==> src/verilog/apdly_pkg.sv <==
// Constants, types and register map of the aperture delay adjust block
// Functional notes
// RULE_01: Done bit set only if enabled and finished
// RULE_02: Status bits 16:0 carry calibrated delay result
// RULE_03: Software trusts result only when done reads 1
// RULE_04: Result bit 16 reports sample clock inversion
// RULE_05: Result 15:8 coarse code, 7:0 fine code
// RULE_06: Manual invert bit 16 inverts sampling clock
// RULE_07: Manual coarse field sets delay without calibration
// RULE_08: Manual fine field sets delay without calibration
// RULE_09: Fine value applies anytime without glitch
// RULE_10: Software stops calibration and link before inverting
// RULE_11: Coarse changes limited to four codes while running
// RULE_12: Small writes or hardware ramp meet step limit
// RULE_13: Software should move coarse one code per write
// RULE_14: Ramp steps one or four codes per 384 cycles
// RULE_15: Without ramp, coarse applies within 1536 cycles
// RULE_16: Rising calibration enable starts calibration sequence
// RULE_17: Calibration enabled overrides manual adjust register
// RULE_18: Reserved bits read zero, writes ignored
package apdly_pkg;

   localparam int          ADDR_W          = 12;
   localparam int          DATA_W          = 8;
   // Each 24-bit register spans three byte addresses, low byte first
   localparam logic [11:0] CAL_RESULT_ADDR = 12'h2B2;
   localparam logic [11:0] ADJUST_ADDR     = 12'h2B5;
   localparam logic [11:0] RAMP_CTRL_ADDR  = 12'h2B8;

   localparam int          DONE_BIT        = 17;
   localparam int          INV_BIT         = 16;
   localparam int          COARSE_LSB      = 8;
   localparam int          RAMP_EN_BIT     = 0;
   localparam int          RAMP_RATE_BIT   = 1;

   localparam logic [7:0]  COARSE_RESET    = 8'h00;
   localparam logic [7:0]  FINE_RESET      = 8'h00;
   localparam logic [1:0]  RAMP_RESET      = 2'h0;
   localparam logic [7:0]  STEP_SLOW       = 8'h01;
   localparam logic [7:0]  STEP_FAST       = 8'h04;

   // Ramp and update tick, in clk_sys cycles
   localparam int          TICK_CYCLES     = 384;
   localparam int          APPLY_MAX_CYC   = 1536;
   localparam int          TICK_W          = 9;
   localparam logic [8:0]  TICK_LAST       = 9'(TICK_CYCLES - 1);

   typedef struct packed {
      logic       inv;
      logic [7:0] coarse;
      logic [7:0] fine;
   } apdly_setting_t;

   localparam apdly_setting_t SETTING_RESET = '{inv: 1'b0, coarse: 8'h00, fine: 8'h00};

   typedef enum logic [1:0] {
      APDLY_CAL_IDLE = 2'b00,
      APDLY_CAL_RUN  = 2'b01,
      APDLY_CAL_DONE = 2'b10
   } apdly_cal_state_t;

endpackage
==> src/verilog/apdly_aperture_delay_adjust.sv <==
// Aperture delay adjust: status, manual adjust, coarse ramp and applied delay
module apdly_aperture_delay_adjust (
   input  wire logic                         clk_sys,
   input  wire logic                         rst,
   input  wire logic                         reg_wr,
   input  wire logic                         reg_rd,
   input  wire logic [apdly_pkg::ADDR_W-1:0] reg_addr,
   input  wire logic [apdly_pkg::DATA_W-1:0] reg_wdata,
   output logic      [apdly_pkg::DATA_W-1:0] reg_rdata,
   output logic                              reg_rvalid,
   input  wire logic                         delay_cal_enable,
   input  wire logic                         cal_seq_done,
   input  wire apdly_pkg::apdly_setting_t    cal_seq_result,
   output logic                              cal_start,
   output logic                              delay_cal_complete,
   output apdly_pkg::apdly_setting_t         applied_delay
);

   function automatic logic [7:0] step_toward(input logic [7:0] cur, input logic [7:0] tgt,
                                               input logic [7:0] step);
      logic [7:0] diff;
      diff = 8'h00;
      if (tgt > cur) begin
         diff = tgt - cur;
         step_toward = (diff > step) ? 8'(cur + step) : tgt;
      end else begin
         diff = cur - tgt;
         step_toward = (diff > step) ? 8'(cur - step) : tgt;
      end
   endfunction

   function automatic logic [7:0] pick_byte(input logic [23:0] word, input logic [1:0] idx);
      unique case (idx)
         2'h0:    pick_byte = word[7:0];
         2'h1:    pick_byte = word[15:8];
         2'h2:    pick_byte = word[23:16];
         default: pick_byte = 8'h00;
      endcase
   endfunction

   // Software visible state
   apdly_pkg::apdly_setting_t adjust_reg, adjust_next;
   logic [1:0]                ramp_ctrl_reg, ramp_ctrl_next;
   logic [7:0]                rdata_next;
   logic                      rvalid_next;
   logic [23:0]               status_word;
   logic [23:0]               adjust_word;

   // Calibration tracking
   apdly_pkg::apdly_cal_state_t cal_state_reg, cal_state_next;
   apdly_pkg::apdly_setting_t   result_reg, result_next;
   logic                        cal_en_d_reg, cal_en_d_next;
   logic                        cal_start_next;
   logic                        complete_next;

   // Coarse ramp and applied delay
   logic [8:0]                tick_cnt_reg, tick_cnt_next;
   logic                      tick;
   logic [7:0]                coarse_cur_reg, coarse_cur_next;
   apdly_pkg::apdly_setting_t applied_next;

   assign tick = (tick_cnt_reg == apdly_pkg::TICK_LAST);

   assign status_word = {6'h00, delay_cal_complete, result_reg}; // [RULE_02] [RULE_04] [RULE_05] [RULE_18]
   assign adjust_word = {7'h00, adjust_reg};                     // [RULE_18]

   // Register access
   always_comb begin
      adjust_next    = adjust_reg;
      ramp_ctrl_next = ramp_ctrl_reg;
      rdata_next     = 8'h00;
      rvalid_next    = reg_rd;
      if (reg_wr) begin
         if (reg_addr == apdly_pkg::ADJUST_ADDR) begin
            adjust_next.fine = reg_wdata; // [RULE_09]
         end else if (reg_addr == 12'(apdly_pkg::ADJUST_ADDR + 12'h001)) begin
            adjust_next.coarse = reg_wdata;
         end else if (reg_addr == 12'(apdly_pkg::ADJUST_ADDR + 12'h002)) begin
            adjust_next.inv = reg_wdata[0]; // [RULE_18]
         end else if (reg_addr == apdly_pkg::RAMP_CTRL_ADDR) begin
            ramp_ctrl_next = reg_wdata[1:0]; // [RULE_18]
         end
      end
      if (reg_rd) begin
         if (reg_addr >= apdly_pkg::CAL_RESULT_ADDR && reg_addr < apdly_pkg::ADJUST_ADDR) begin
            rdata_next = pick_byte(status_word, 2'(reg_addr - apdly_pkg::CAL_RESULT_ADDR));
         end else if (reg_addr >= apdly_pkg::ADJUST_ADDR && reg_addr < apdly_pkg::RAMP_CTRL_ADDR) begin
            rdata_next = pick_byte(adjust_word, 2'(reg_addr - apdly_pkg::ADJUST_ADDR));
         end else if (reg_addr == apdly_pkg::RAMP_CTRL_ADDR) begin
            rdata_next = {6'h00, ramp_ctrl_reg};
         end
      end
   end

   always_ff @(posedge clk_sys) begin
      if (rst) begin
         adjust_reg    <= apdly_pkg::SETTING_RESET;
         ramp_ctrl_reg <= apdly_pkg::RAMP_RESET;
         reg_rdata     <= 8'h00;
         reg_rvalid    <= 1'b0;
      end else begin
         adjust_reg    <= adjust_next;
         ramp_ctrl_reg <= ramp_ctrl_next;
         reg_rdata     <= rdata_next;
         reg_rvalid    <= rvalid_next;
      end
   end

   // Calibration start, completion and result capture
   always_comb begin
      cal_state_next = cal_state_reg;
      result_next    = result_reg;
      cal_en_d_next  = delay_cal_enable;
      cal_start_next = delay_cal_enable && !cal_en_d_reg; // [RULE_16]
      unique case (cal_state_reg)
         apdly_pkg::APDLY_CAL_IDLE: begin
            if (cal_start_next) begin
               cal_state_next = apdly_pkg::APDLY_CAL_RUN;
            end
         end
         apdly_pkg::APDLY_CAL_RUN: begin
            if (!delay_cal_enable) begin
               cal_state_next = apdly_pkg::APDLY_CAL_IDLE;
            end else if (cal_seq_done) begin
               cal_state_next = apdly_pkg::APDLY_CAL_DONE;
               result_next    = cal_seq_result; // [RULE_02]
            end
         end
         apdly_pkg::APDLY_CAL_DONE: begin
            if (!delay_cal_enable) begin
               cal_state_next = apdly_pkg::APDLY_CAL_IDLE;
            end
         end
         default: cal_state_next = apdly_pkg::APDLY_CAL_IDLE;
      endcase
      // Done only while enabled and finished; dropping the enable clears it at the next clock
      complete_next = delay_cal_enable && (cal_state_next == apdly_pkg::APDLY_CAL_DONE); // [RULE_01]
   end

   always_ff @(posedge clk_sys) begin
      if (rst) begin
         cal_state_reg      <= apdly_pkg::APDLY_CAL_IDLE;
         result_reg         <= apdly_pkg::SETTING_RESET;
         cal_en_d_reg       <= 1'b0;
         cal_start          <= 1'b0;
         delay_cal_complete <= 1'b0;
      end else begin
         cal_state_reg      <= cal_state_next;
         result_reg         <= result_next;
         cal_en_d_reg       <= cal_en_d_next;
         cal_start          <= cal_start_next;
         delay_cal_complete <= complete_next;
      end
   end

   // Coarse ramp; updating only on the tick bounds the settle time well inside the limit
   always_comb begin
      tick_cnt_next   = tick ? 9'h000 : 9'(tick_cnt_reg + 9'h001);
      coarse_cur_next = coarse_cur_reg;
      if (tick) begin
         if (ramp_ctrl_reg[apdly_pkg::RAMP_EN_BIT]) begin
            coarse_cur_next = step_toward(coarse_cur_reg, adjust_reg.coarse,
                                          ramp_ctrl_reg[apdly_pkg::RAMP_RATE_BIT] ?
                                          apdly_pkg::STEP_FAST : apdly_pkg::STEP_SLOW); // [RULE_14] [RULE_12]
         end else begin
            coarse_cur_next = adjust_reg.coarse; // [RULE_15]
         end
      end
      if (delay_cal_enable) begin
         applied_next = result_reg; // [RULE_17]
      end else begin
         applied_next.inv    = adjust_reg.inv;    // [RULE_06]
         applied_next.coarse = coarse_cur_reg;    // [RULE_07]
         applied_next.fine   = adjust_reg.fine;   // [RULE_08] [RULE_09]
      end
   end

   always_ff @(posedge clk_sys) begin
      if (rst) begin
         tick_cnt_reg   <= 9'h000;
         coarse_cur_reg <= apdly_pkg::COARSE_RESET;
         applied_delay  <= apdly_pkg::SETTING_RESET;
      end else begin
         tick_cnt_reg   <= tick_cnt_next;
         coarse_cur_reg <= coarse_cur_next;
         applied_delay  <= applied_next;
      end
   end

   // Checks
   // Check-only counters: long spans are asserted on a count, not on a deep delay
   logic [8:0]  tick_gap_reg, tick_gap_next;
   logic [10:0] pend_cnt_reg, pend_cnt_next;
   logic        pend_clear;

   assign pend_clear = ramp_ctrl_reg[apdly_pkg::RAMP_EN_BIT] || (coarse_cur_reg == adjust_reg.coarse);

   always_comb begin
      tick_gap_next = tick ? 9'h000 : 9'(tick_gap_reg + 9'h001);
      pend_cnt_next = pend_clear ? 11'h000 : 11'(pend_cnt_reg + 11'h001);
   end

   always_ff @(posedge clk_sys) begin
      if (rst) begin
         tick_gap_reg <= 9'h000;
         pend_cnt_reg <= 11'h000;
      end else begin
         tick_gap_reg <= tick_gap_next;
         pend_cnt_reg <= pend_cnt_next;
      end
   end
endmodule // apdly_aperture_delay_adjust

==> config.mk <==
export PLATFORM = sky130hd
export DESIGN_NAME = apdly_aperture_delay_adjust
export DESIGN_NICKNAME = d
export VERILOG_FILES = /design/src/verilog/apdly_pkg.sv /design/src/verilog/apdly_aperture_delay_adjust.sv
export SDC_FILE = /design/constraint.sdc
export NUM_CORES = 1
export LEC_CHECK = 0
export BUFFER_PORTS_ARGS = -buffer_cell sky130_fd_sc_hd__buf_2
export CAP_MARGIN = 20
export CORE_UTILIZATION = 25
export DETAILED_ROUTE_END_ITERATION = 7
export PLACE_DENSITY = 0.42
export SYNTH_ARGS = -nofsm -noshare
export SYNTH_HDL_FRONTEND = slang
export SYNTH_SLANG_ARGS = --single-unit
==> constraint.sdc <==
create_clock -name clk_sys -period 2.94 [get_ports clk_sys]
set_clock_uncertainty 0.05 [all_clocks]
set_input_delay 0.147 -clock clk_sys [delete_from_list [all_inputs] [get_ports clk_sys]]
set_output_delay 0.147 -clock clk_sys [all_outputs]
set_load 0.05 [all_outputs]
==> results of run 1 <==
==> synthesized netlist by cell type, types with 4 or more instances <==
cell type | number | area share, %
clkbuf_1 | 19 | 1.6
o22a_1 | 6 | 1.2
a31oi_1 | 5 | 0.69
nor3_1 | 6 | 0.66
nor2b_1 | 6 | 0.83
and3_1 | 4 | 0.55
mux2i_1 | 46 | 10
xor2_1 | 7 | 1.4
xnor2_1 | 8 | 1.5
a22oi_1 | 7 | 1.2
dfxtp_1 | 84 | 37
nand4_1 | 4 | 0.55
a21oi_1 | 43 | 4.7
o21ai_0 | 6 | 0.66
inv_1 | 28 | 2.3
nor2_1 | 78 | 6.4
nand3_1 | 20 | 2.2
o22ai_1 | 4 | 0.55
o221ai_1 | 5 | 0.96
ha_1 | 25 | 6.9
nand2b_1 | 10 | 1.4
nand2_1 | 52 | 4.3
buf_1 | 5 | 0.41
==> per-layer routing <==
metal | up-vias | wire length [um]
li1 | 2089 | -
met1 | 1952 | 6520
met2 | 117 | 6810
met3 | 16 | 601
met4 | 0 | 253
met5 | - | 0
==> timing repair <==
| item | 4_1_cts | 5_1_grt |
|---|---|---|
| setup buffers | 3 | 3 |
| hold buffers | 16 | 0 |
| gates resized for setup | 15 | 13 |
| hold endpoints to repair | 16 | 0 |
| endpoints found under the setup margin | 7 | 8 |
| pin swaps | 13 | 10 |
==> critical path, cell delays in order, from the launching register on <==
cell and delay (ps):
dfxtp_4 360, inv_4 60, ha_4 130, inv_2 30, fa_2 340, xor2_1 180, ha_1 320, nor2_2 130
a311oi_2 60, a2111oi_2 260, o2111ai_2 180, or2_4 290, and3_4 180, or4_4 410, o311ai_1 90
==> per-stage QoR <==
| step | setup WS (ps) | cells | TNS (ps) |
|---|---|---|---|
| after global routing | -351 | 880 | -1930 |
| after CTS | -206 | 877 | -1080 |
| after detailed placement | -189 | 842 | -843 |
| after floorplan | -1.17 | 534 | -1.17 |
| final | -223 | 880 | -987 |
| after global placement | -181 | 842 | -721 |
==> layout make-up <==
cell class / count / area [sq um] / share of cell area (%)
Sequential cell: 84 / 1690 / 28.1
Timing Repair Buffer: 133 / 871 / 14.5
Inverter: 28 / 108 / 1.79
Clock inverter: 6 / 93.8 / 1.56
Multi-Input combinational cell: 394 / 2740 / 45.5
Tap cell: 225 / 282 / 4.68
Clock buffer: 10 / 239 / 3.97
==> power by group through the flow <==
stage | logic (mW) | clock network, mW | registers [mW]
floorplan | 0.0613 | 0 | 1.19
global placement | 0.127 | 0 | 1.19
detailed placement | 0.128 | 0 | 1.19
CTS | 0.144 | 1.32 | 1.16
global route | 0.155 | 1.37 | 1.16
finish | 0.142 | 1.29 | 1.16
==> logic make-up after synthesis <==
family,Yosys count
xor+xnor,15
simple gates,201
buf+inv,56
mux,49
fa+ha+maj,27
compound gates,102
flops,84
==> worst min-delay path by stage <==
stage	from	to	cells past startpoint
CTS	cal_seq_result[3]	result_reg[3]	3
finish	reg_wdata[2]	adjust_reg[2]	3
detailed placement	cal_seq_done	cal_state_reg[0]	2
floorplan	cal_seq_done	cal_state_reg[0]	1
global placement	cal_seq_done	cal_state_reg[0]	2
global route	cal_seq_result[14]	result_reg[14]	3
==> results.py, run 1 <==
metrics = {
    "run_status": {
        "status": "complete, but fails checks",
        "violations": "negative setup slack",
    },
    "routing": {
        "drc": 0,
        "routed_via_density": 4.74,
        "wirelength_um": 14200,
        "vias": 4174,
        "wl_per_cell_um": 16.1,
        "ant_nets": 0,
        "drtIter0Drc": 216,
        "first_pass_iters": 4,
    },
    "global_routing": {
        "antenna_found_initial": 0,
        "grt_pass1_wl_um": 22100,
        "grtUsageMet1_pct": 20.0,
        "grt_max_degree": 28,
        "grt_pass1_vias": 4149,
        "grtUsageMet2_pct": 25.8,
        "busiest_layer": "met2",
        "gr-total-overflow": 0,
        "use_met3_pct": 3.30,
        "grt_usage_pct": 15.7,
    },
    "setup_path": {
        "crit_arrival_ps": 3360,
        "crit_path_max_fanout": 3,
        "r2r_end": "coarse_cur_reg[0]",
        "reg2reg_depth": 14,
        "critPathLaunch": "adjust_reg[8]",
        "r2r_setup_slack_ps": -220,
        "worstSetupEndpointType": "flop",
        "r2r_start": "adjust_reg[8]",
        "critPathKind": "flop to flop",
        "worst_setup_path_start_kind": "flop",
        "crit_path_end": "coarse_cur_reg[0]",
        "crit_required_ps": 3140,
    },
    "floorplanning": {
        "dieHeight_um": 137,
        "dieWidth_um": 137,
        "std_cell_rows": 48,
        "start_util_pct": 25.9,
        "die-area_sq_um": 18700,
        "num_io_pins": 71,
        "coreArea_sq_um": 17500,
    },
    "finish": {
        "final_common_cell": "dfxtp_1",
        "final_area_sq_um": 6020,
        "final_nets": 720,
        "final_layout_size_suffix_gt1_share_pct": 26.1,
        "nFillCells": 1849,
        "area_growth_pct": 32.6,
        "post-route-util_pct": 34.3,
        "mostFrequentLayoutCells": "dfxtp_1 (82), nor2_1 (77), buf_2 (70)",
        "n_antenna_cell": 0,
    },
    "sta": {
        "rsz0062_at_grt": "yes",
        "period_needed_ps": 3160,
        "final-max-slew-violation-count": 0,
        "relSlewSlack_pct": 48.1,
        "setup_viol": 8,
        "setup_ws_ps": -223,
        "whs_ps": 20.0,
        "finalHoldViolations": 0,
        "final.period_utilization_pct": 108,
        "tightestPinTransition_ps": 769,
        "fmax_mhz": 316,
    },
    "yosys": {
        "synth_top_family_by_area": "simple AND/OR/NAND/NOR gates",
        "syn_area_sq_um": 4540,
        "synth-simple-area-share_pct": 20.9,
        "synth_area_per_cell_sq_um": 8.50,
        "ys_types": 63,
        "syn_inst": 534,
        "synth-compound-area-share_pct": 15.3,
        "synth_xor_area_share_pct": 2.89,
        "synth_adder_area_share_pct": 7.77,
        "synth_nets": 604,
        "ys_seq_area_share_pct": 37.0,
        "synth_edf_count": 0,
        "synthMuxAreaShare_pct": 10.9,
        "synthFlopType": "dfxtp_1",
        "async_flop_share_pct": 0,
        "yosys_warnings": 0,
        "ys_ff_latch": 84,
    },
    "worst_hold_path": {
        "holdCritPathClass": "primary input to flop",
    },
    "pwr": {
        "p_sw_uw": 601,
        "power_frac_clock_pct": 49.7,
        "irDropWorstVdd_uv": 323,
        "seq_power_share_pct": 44.8,
        "intPower_mw": 1.99,
        "leakagePower_nw": 2.61,
        "powerDensity_nw_per_um2": 430,
        "combPwrFrac_pct": 5.5,
        "p_total_mw": 2.59,
        "p_sw_share_pct": 23.2,
    },
    "clock_tree": {
        "cts_tree": "yes",
        "cts.sinks": 84,
        "clock_path_buffers": 2,
        "numCtsBuffers": 9,
        "clk_latency_ps": 350,
        "htree_levels": 3,
        "cts-root-buf": "clkbuf_16",
        "clkTransAtPathRegs_ps": 70,
    },
    "placed_design": {
        "place_area_sq_um": 5360,
        "port-buffer-count": 70,
        "hpwlAfterDp_um": 10800,
        "finalWeightedCongestion": 0.809,
    },
    "job": {
        "maxCapViolations": 0,
    },
}
(Power assumes the default switching activity.)
==> run 2: changes to the inputs <==
--- a/config.mk
+++ b/config.mk
@@ -10,6 +10,7 @@
 export CORE_UTILIZATION = 25
 export DETAILED_ROUTE_END_ITERATION = 7
 export PLACE_DENSITY = 0.42
+export SKIP_LAST_GASP = 1
 export SYNTH_ARGS = -nofsm -noshare
 export SYNTH_HDL_FRONTEND = slang
 export SYNTH_SLANG_ARGS = --single-unit
==> run 2 against run 1 <==
  * The flow still finishes with violations (negative setup slack)
  * Non-clock buffer count is the same
  * Hold slack about the same
  * Total power about the same
  * Sequential power is essentially flat
  * Critical endpoint unchanged
  * Cell area about the same
  * Register-to-register slack about the same
  * Global-route usage stayed put
==> results.py, run 2 (same netlist as run 1, synthesis figures left out) <==
metrics = {
    "run_status": {
        "status": "complete, but fails checks",
        "violations": "negative setup slack",
    },
    "setup_path": {
        "critPathKind": "flop to flop",
        "path_cells": "inv_4 > ha_4 > inv_2 > fa_2 > xor2_1 > ha_1 > nor2_2 > a311oi_2 > a2111oi_2 > o2111ai_2 > or2_4 > and3_4 > or4_1 > o311ai_1",
        "r2r_start": "adjust_reg[8]",
        "r2r_end": "coarse_cur_reg[0]",
        "worst_setup_path_start_kind": "flop",
        "r2r_setup_slack_ps": -210,
        "critPathMaxStageDelay_ps": 390,
        "cpMaxStageDelayCell": "or4_1",
        "reg2reg_depth": 14,
        "cp_top_family": "simple AND/OR/NAND/NOR gates",
        "crit_arrival_ps": 3350,
        "crit_path_max_fanout": 3,
        "crit_required_ps": 3140,
        "worstSetupEndpointType": "flop",
        "cp.buffers_inverters": 2,
    },
    "floorplanning": {
        "std_cell_rows": 48,
        "coreArea_sq_um": 17500,
        "dieWidth_um": 137,
        "num_io_pins": 71,
        "dieHeight_um": 137,
        "die-area_sq_um": 18700,
        "start_util_pct": 25.9,
    },
    "sta": {
        "final-max-slew-violation-count": 0,
        "finalHoldViolations": 0,
        "final.period_utilization_pct": 107,
        "fmax_mhz": 317,
        "rsz0062_at_grt": "yes",
        "setup_viol": 8,
        "setup_ws_ps": -214,
        "period_needed_ps": 3150,
        "tightestPinTransition_ps": 768,
        "relSlewSlack_pct": 48.1,
    },
    "pwr": {
        "irDropWorstVdd_uv": 324,
        "combPwrFrac_pct": 5.5,
        "seq_power_share_pct": 44.7,
        "powerDensity_nw_per_um2": 430,
        "intPower_mw": 1.99,
        "p_sw_share_pct": 23.3,
        "p_sw_uw": 603,
        "power_frac_clock_pct": 49.8,
        "leakagePower_nw": 2.60,
    },
    "routing": {
        "routed_via_density": 4.75,
        "drc": 0,
        "first_pass_iters": 4,
        "drtIter0Drc": 187,
        "ant_nets": 0,
        "wirelength_um": 14200,
        "vias": 4177,
        "wl_per_cell_um": 16.1,
    },
    "placed_design": {
        "hpwlAfterDp_um": 10800,
        "port-buffer-count": 70,
        "finalWeightedCongestion": 0.809,
        "dp.cells": 842,
        "dpl_worst_slack_ps": -189,
    },
    "global_routing": {
        "grt_usage_pct": 15.7,
        "grtUsageMet2_pct": 25.8,
        "grt_pass1_vias": 4149,
        "grt_max_degree": 28,
        "grtUsageMet1_pct": 20.0,
        "grt_pass1_wl_um": 22100,
        "gr-total-overflow": 0,
        "busiest_layer": "met2",
        "use_met3_pct": 3.30,
        "antenna_found_initial": 0,
    },
    "clock_tree": {
        "htree_levels": 3,
        "cts-root-buf": "clkbuf_16",
        "clk_latency_ps": 350,
        "cts.sinks": 84,
        "clkTransAtPathRegs_ps": 70,
        "cts_tree": "yes",
        "numCtsBuffers": 9,
        "clock_path_buffers": 2,
    },
    "worst_hold_path": {
        "worstHoldStart": "reg_wdata[2]",
        "min_path_cells": 3,
        "holdCritPathClass": "primary input to flop",
        "min_to": "adjust_reg[2]",
    },
    "finish": {
        "final_common_cell": "dfxtp_1",
        "mostFrequentLayoutCells": "dfxtp_1 (82), nor2_1 (77), buf_2 (70)",
        "n_antenna_cell": 0,
        "finalNonFillerCells": 880,
        "area_growth_pct": 32.6,
        "final_nets": 720,
        "nFillCells": 1849,
        "final_layout_size_suffix_gt1_share_pct": 26.0,
    },
    "job": {
        "maxCapViolations": 0,
    },
}
[run 2: through the flow]
step                hold slack (ps)  setup TNS [ps]  utilization (%)  power (mW)  instance area, sq um
floorplan                       213           -1.17                -        1.26                  4550
global placement                325            -721             30.6        1.31                  5360
detailed placement              322            -843             30.6        1.31                  5360
CTS                            14.1           -1080             33.9        2.63                  5940
global route                   34.1           -1940             34.3        2.68                  6020
finish                         19.7            -978             34.3        2.59                  6020
[run 2: power by group through the flow]
stage	Combinational, mW	Clock (mW)	Sequential, mW
6_report	0.142	1.29	1.16
5_1_grt	0.155	1.37	1.16
4_1_cts	0.144	1.32	1.16
3_5_place_dp	0.128	0	1.19
3_3_place_gp	0.127	0	1.19
2_1_floorplan	0.0613	0	1.19
[run 2: worst max path at each step]
stage	to	cells after the start	from
global placement	coarse_cur_reg[0]	14	adjust_reg[8]
finish	coarse_cur_reg[0]	14	adjust_reg[8]
global route	coarse_cur_reg[0]	14	adjust_reg[8]
CTS	coarse_cur_reg[0]	14	adjust_reg[8]
floorplan	coarse_cur_reg[0]	14	adjust_reg[8]
detailed placement	coarse_cur_reg[0]	14	adjust_reg[8]
[run 2: final cells by class]
cell class              instances  area [sq um]  area share, %
flip-flops and latches         84          1690           28.1
well taps                     225           282           4.68
multi-input cells             394          2740           45.5
clock inverters                 6          93.8           1.56
inverters                      28           108           1.79
repair buffers                133           871           14.5
clock buffers                  10           239           3.97
[run 2: timing repair]
action / CTS / global route
endpoints found under the setup margin: 7 / 8
pin swaps: 13 / 10
hold buffers: 16 / 0
setup buffers: 3 / 3
hold endpoints to repair: 16 / 0
resized for setup: 15 / 12
[run 2: metal layers]
metal	part of all wire, %	up-vias
met5	0	-
met4	1.9	0
met3	4.2	18
met2	48	109
met1	46	1961
li1	-	2089
[run 2: worst register-to-register path: stages, from the launching register on]
cell	delay (ps)
dfxtp_4	360
inv_4	70
ha_4	130
inv_2	30
fa_2	340
xor2_1	180
ha_1	320
nor2_2	130
a311oi_2	60
a2111oi_2	260
o2111ai_2	180
or2_4	290
and3_4	180
or4_1	390
o311ai_1	100
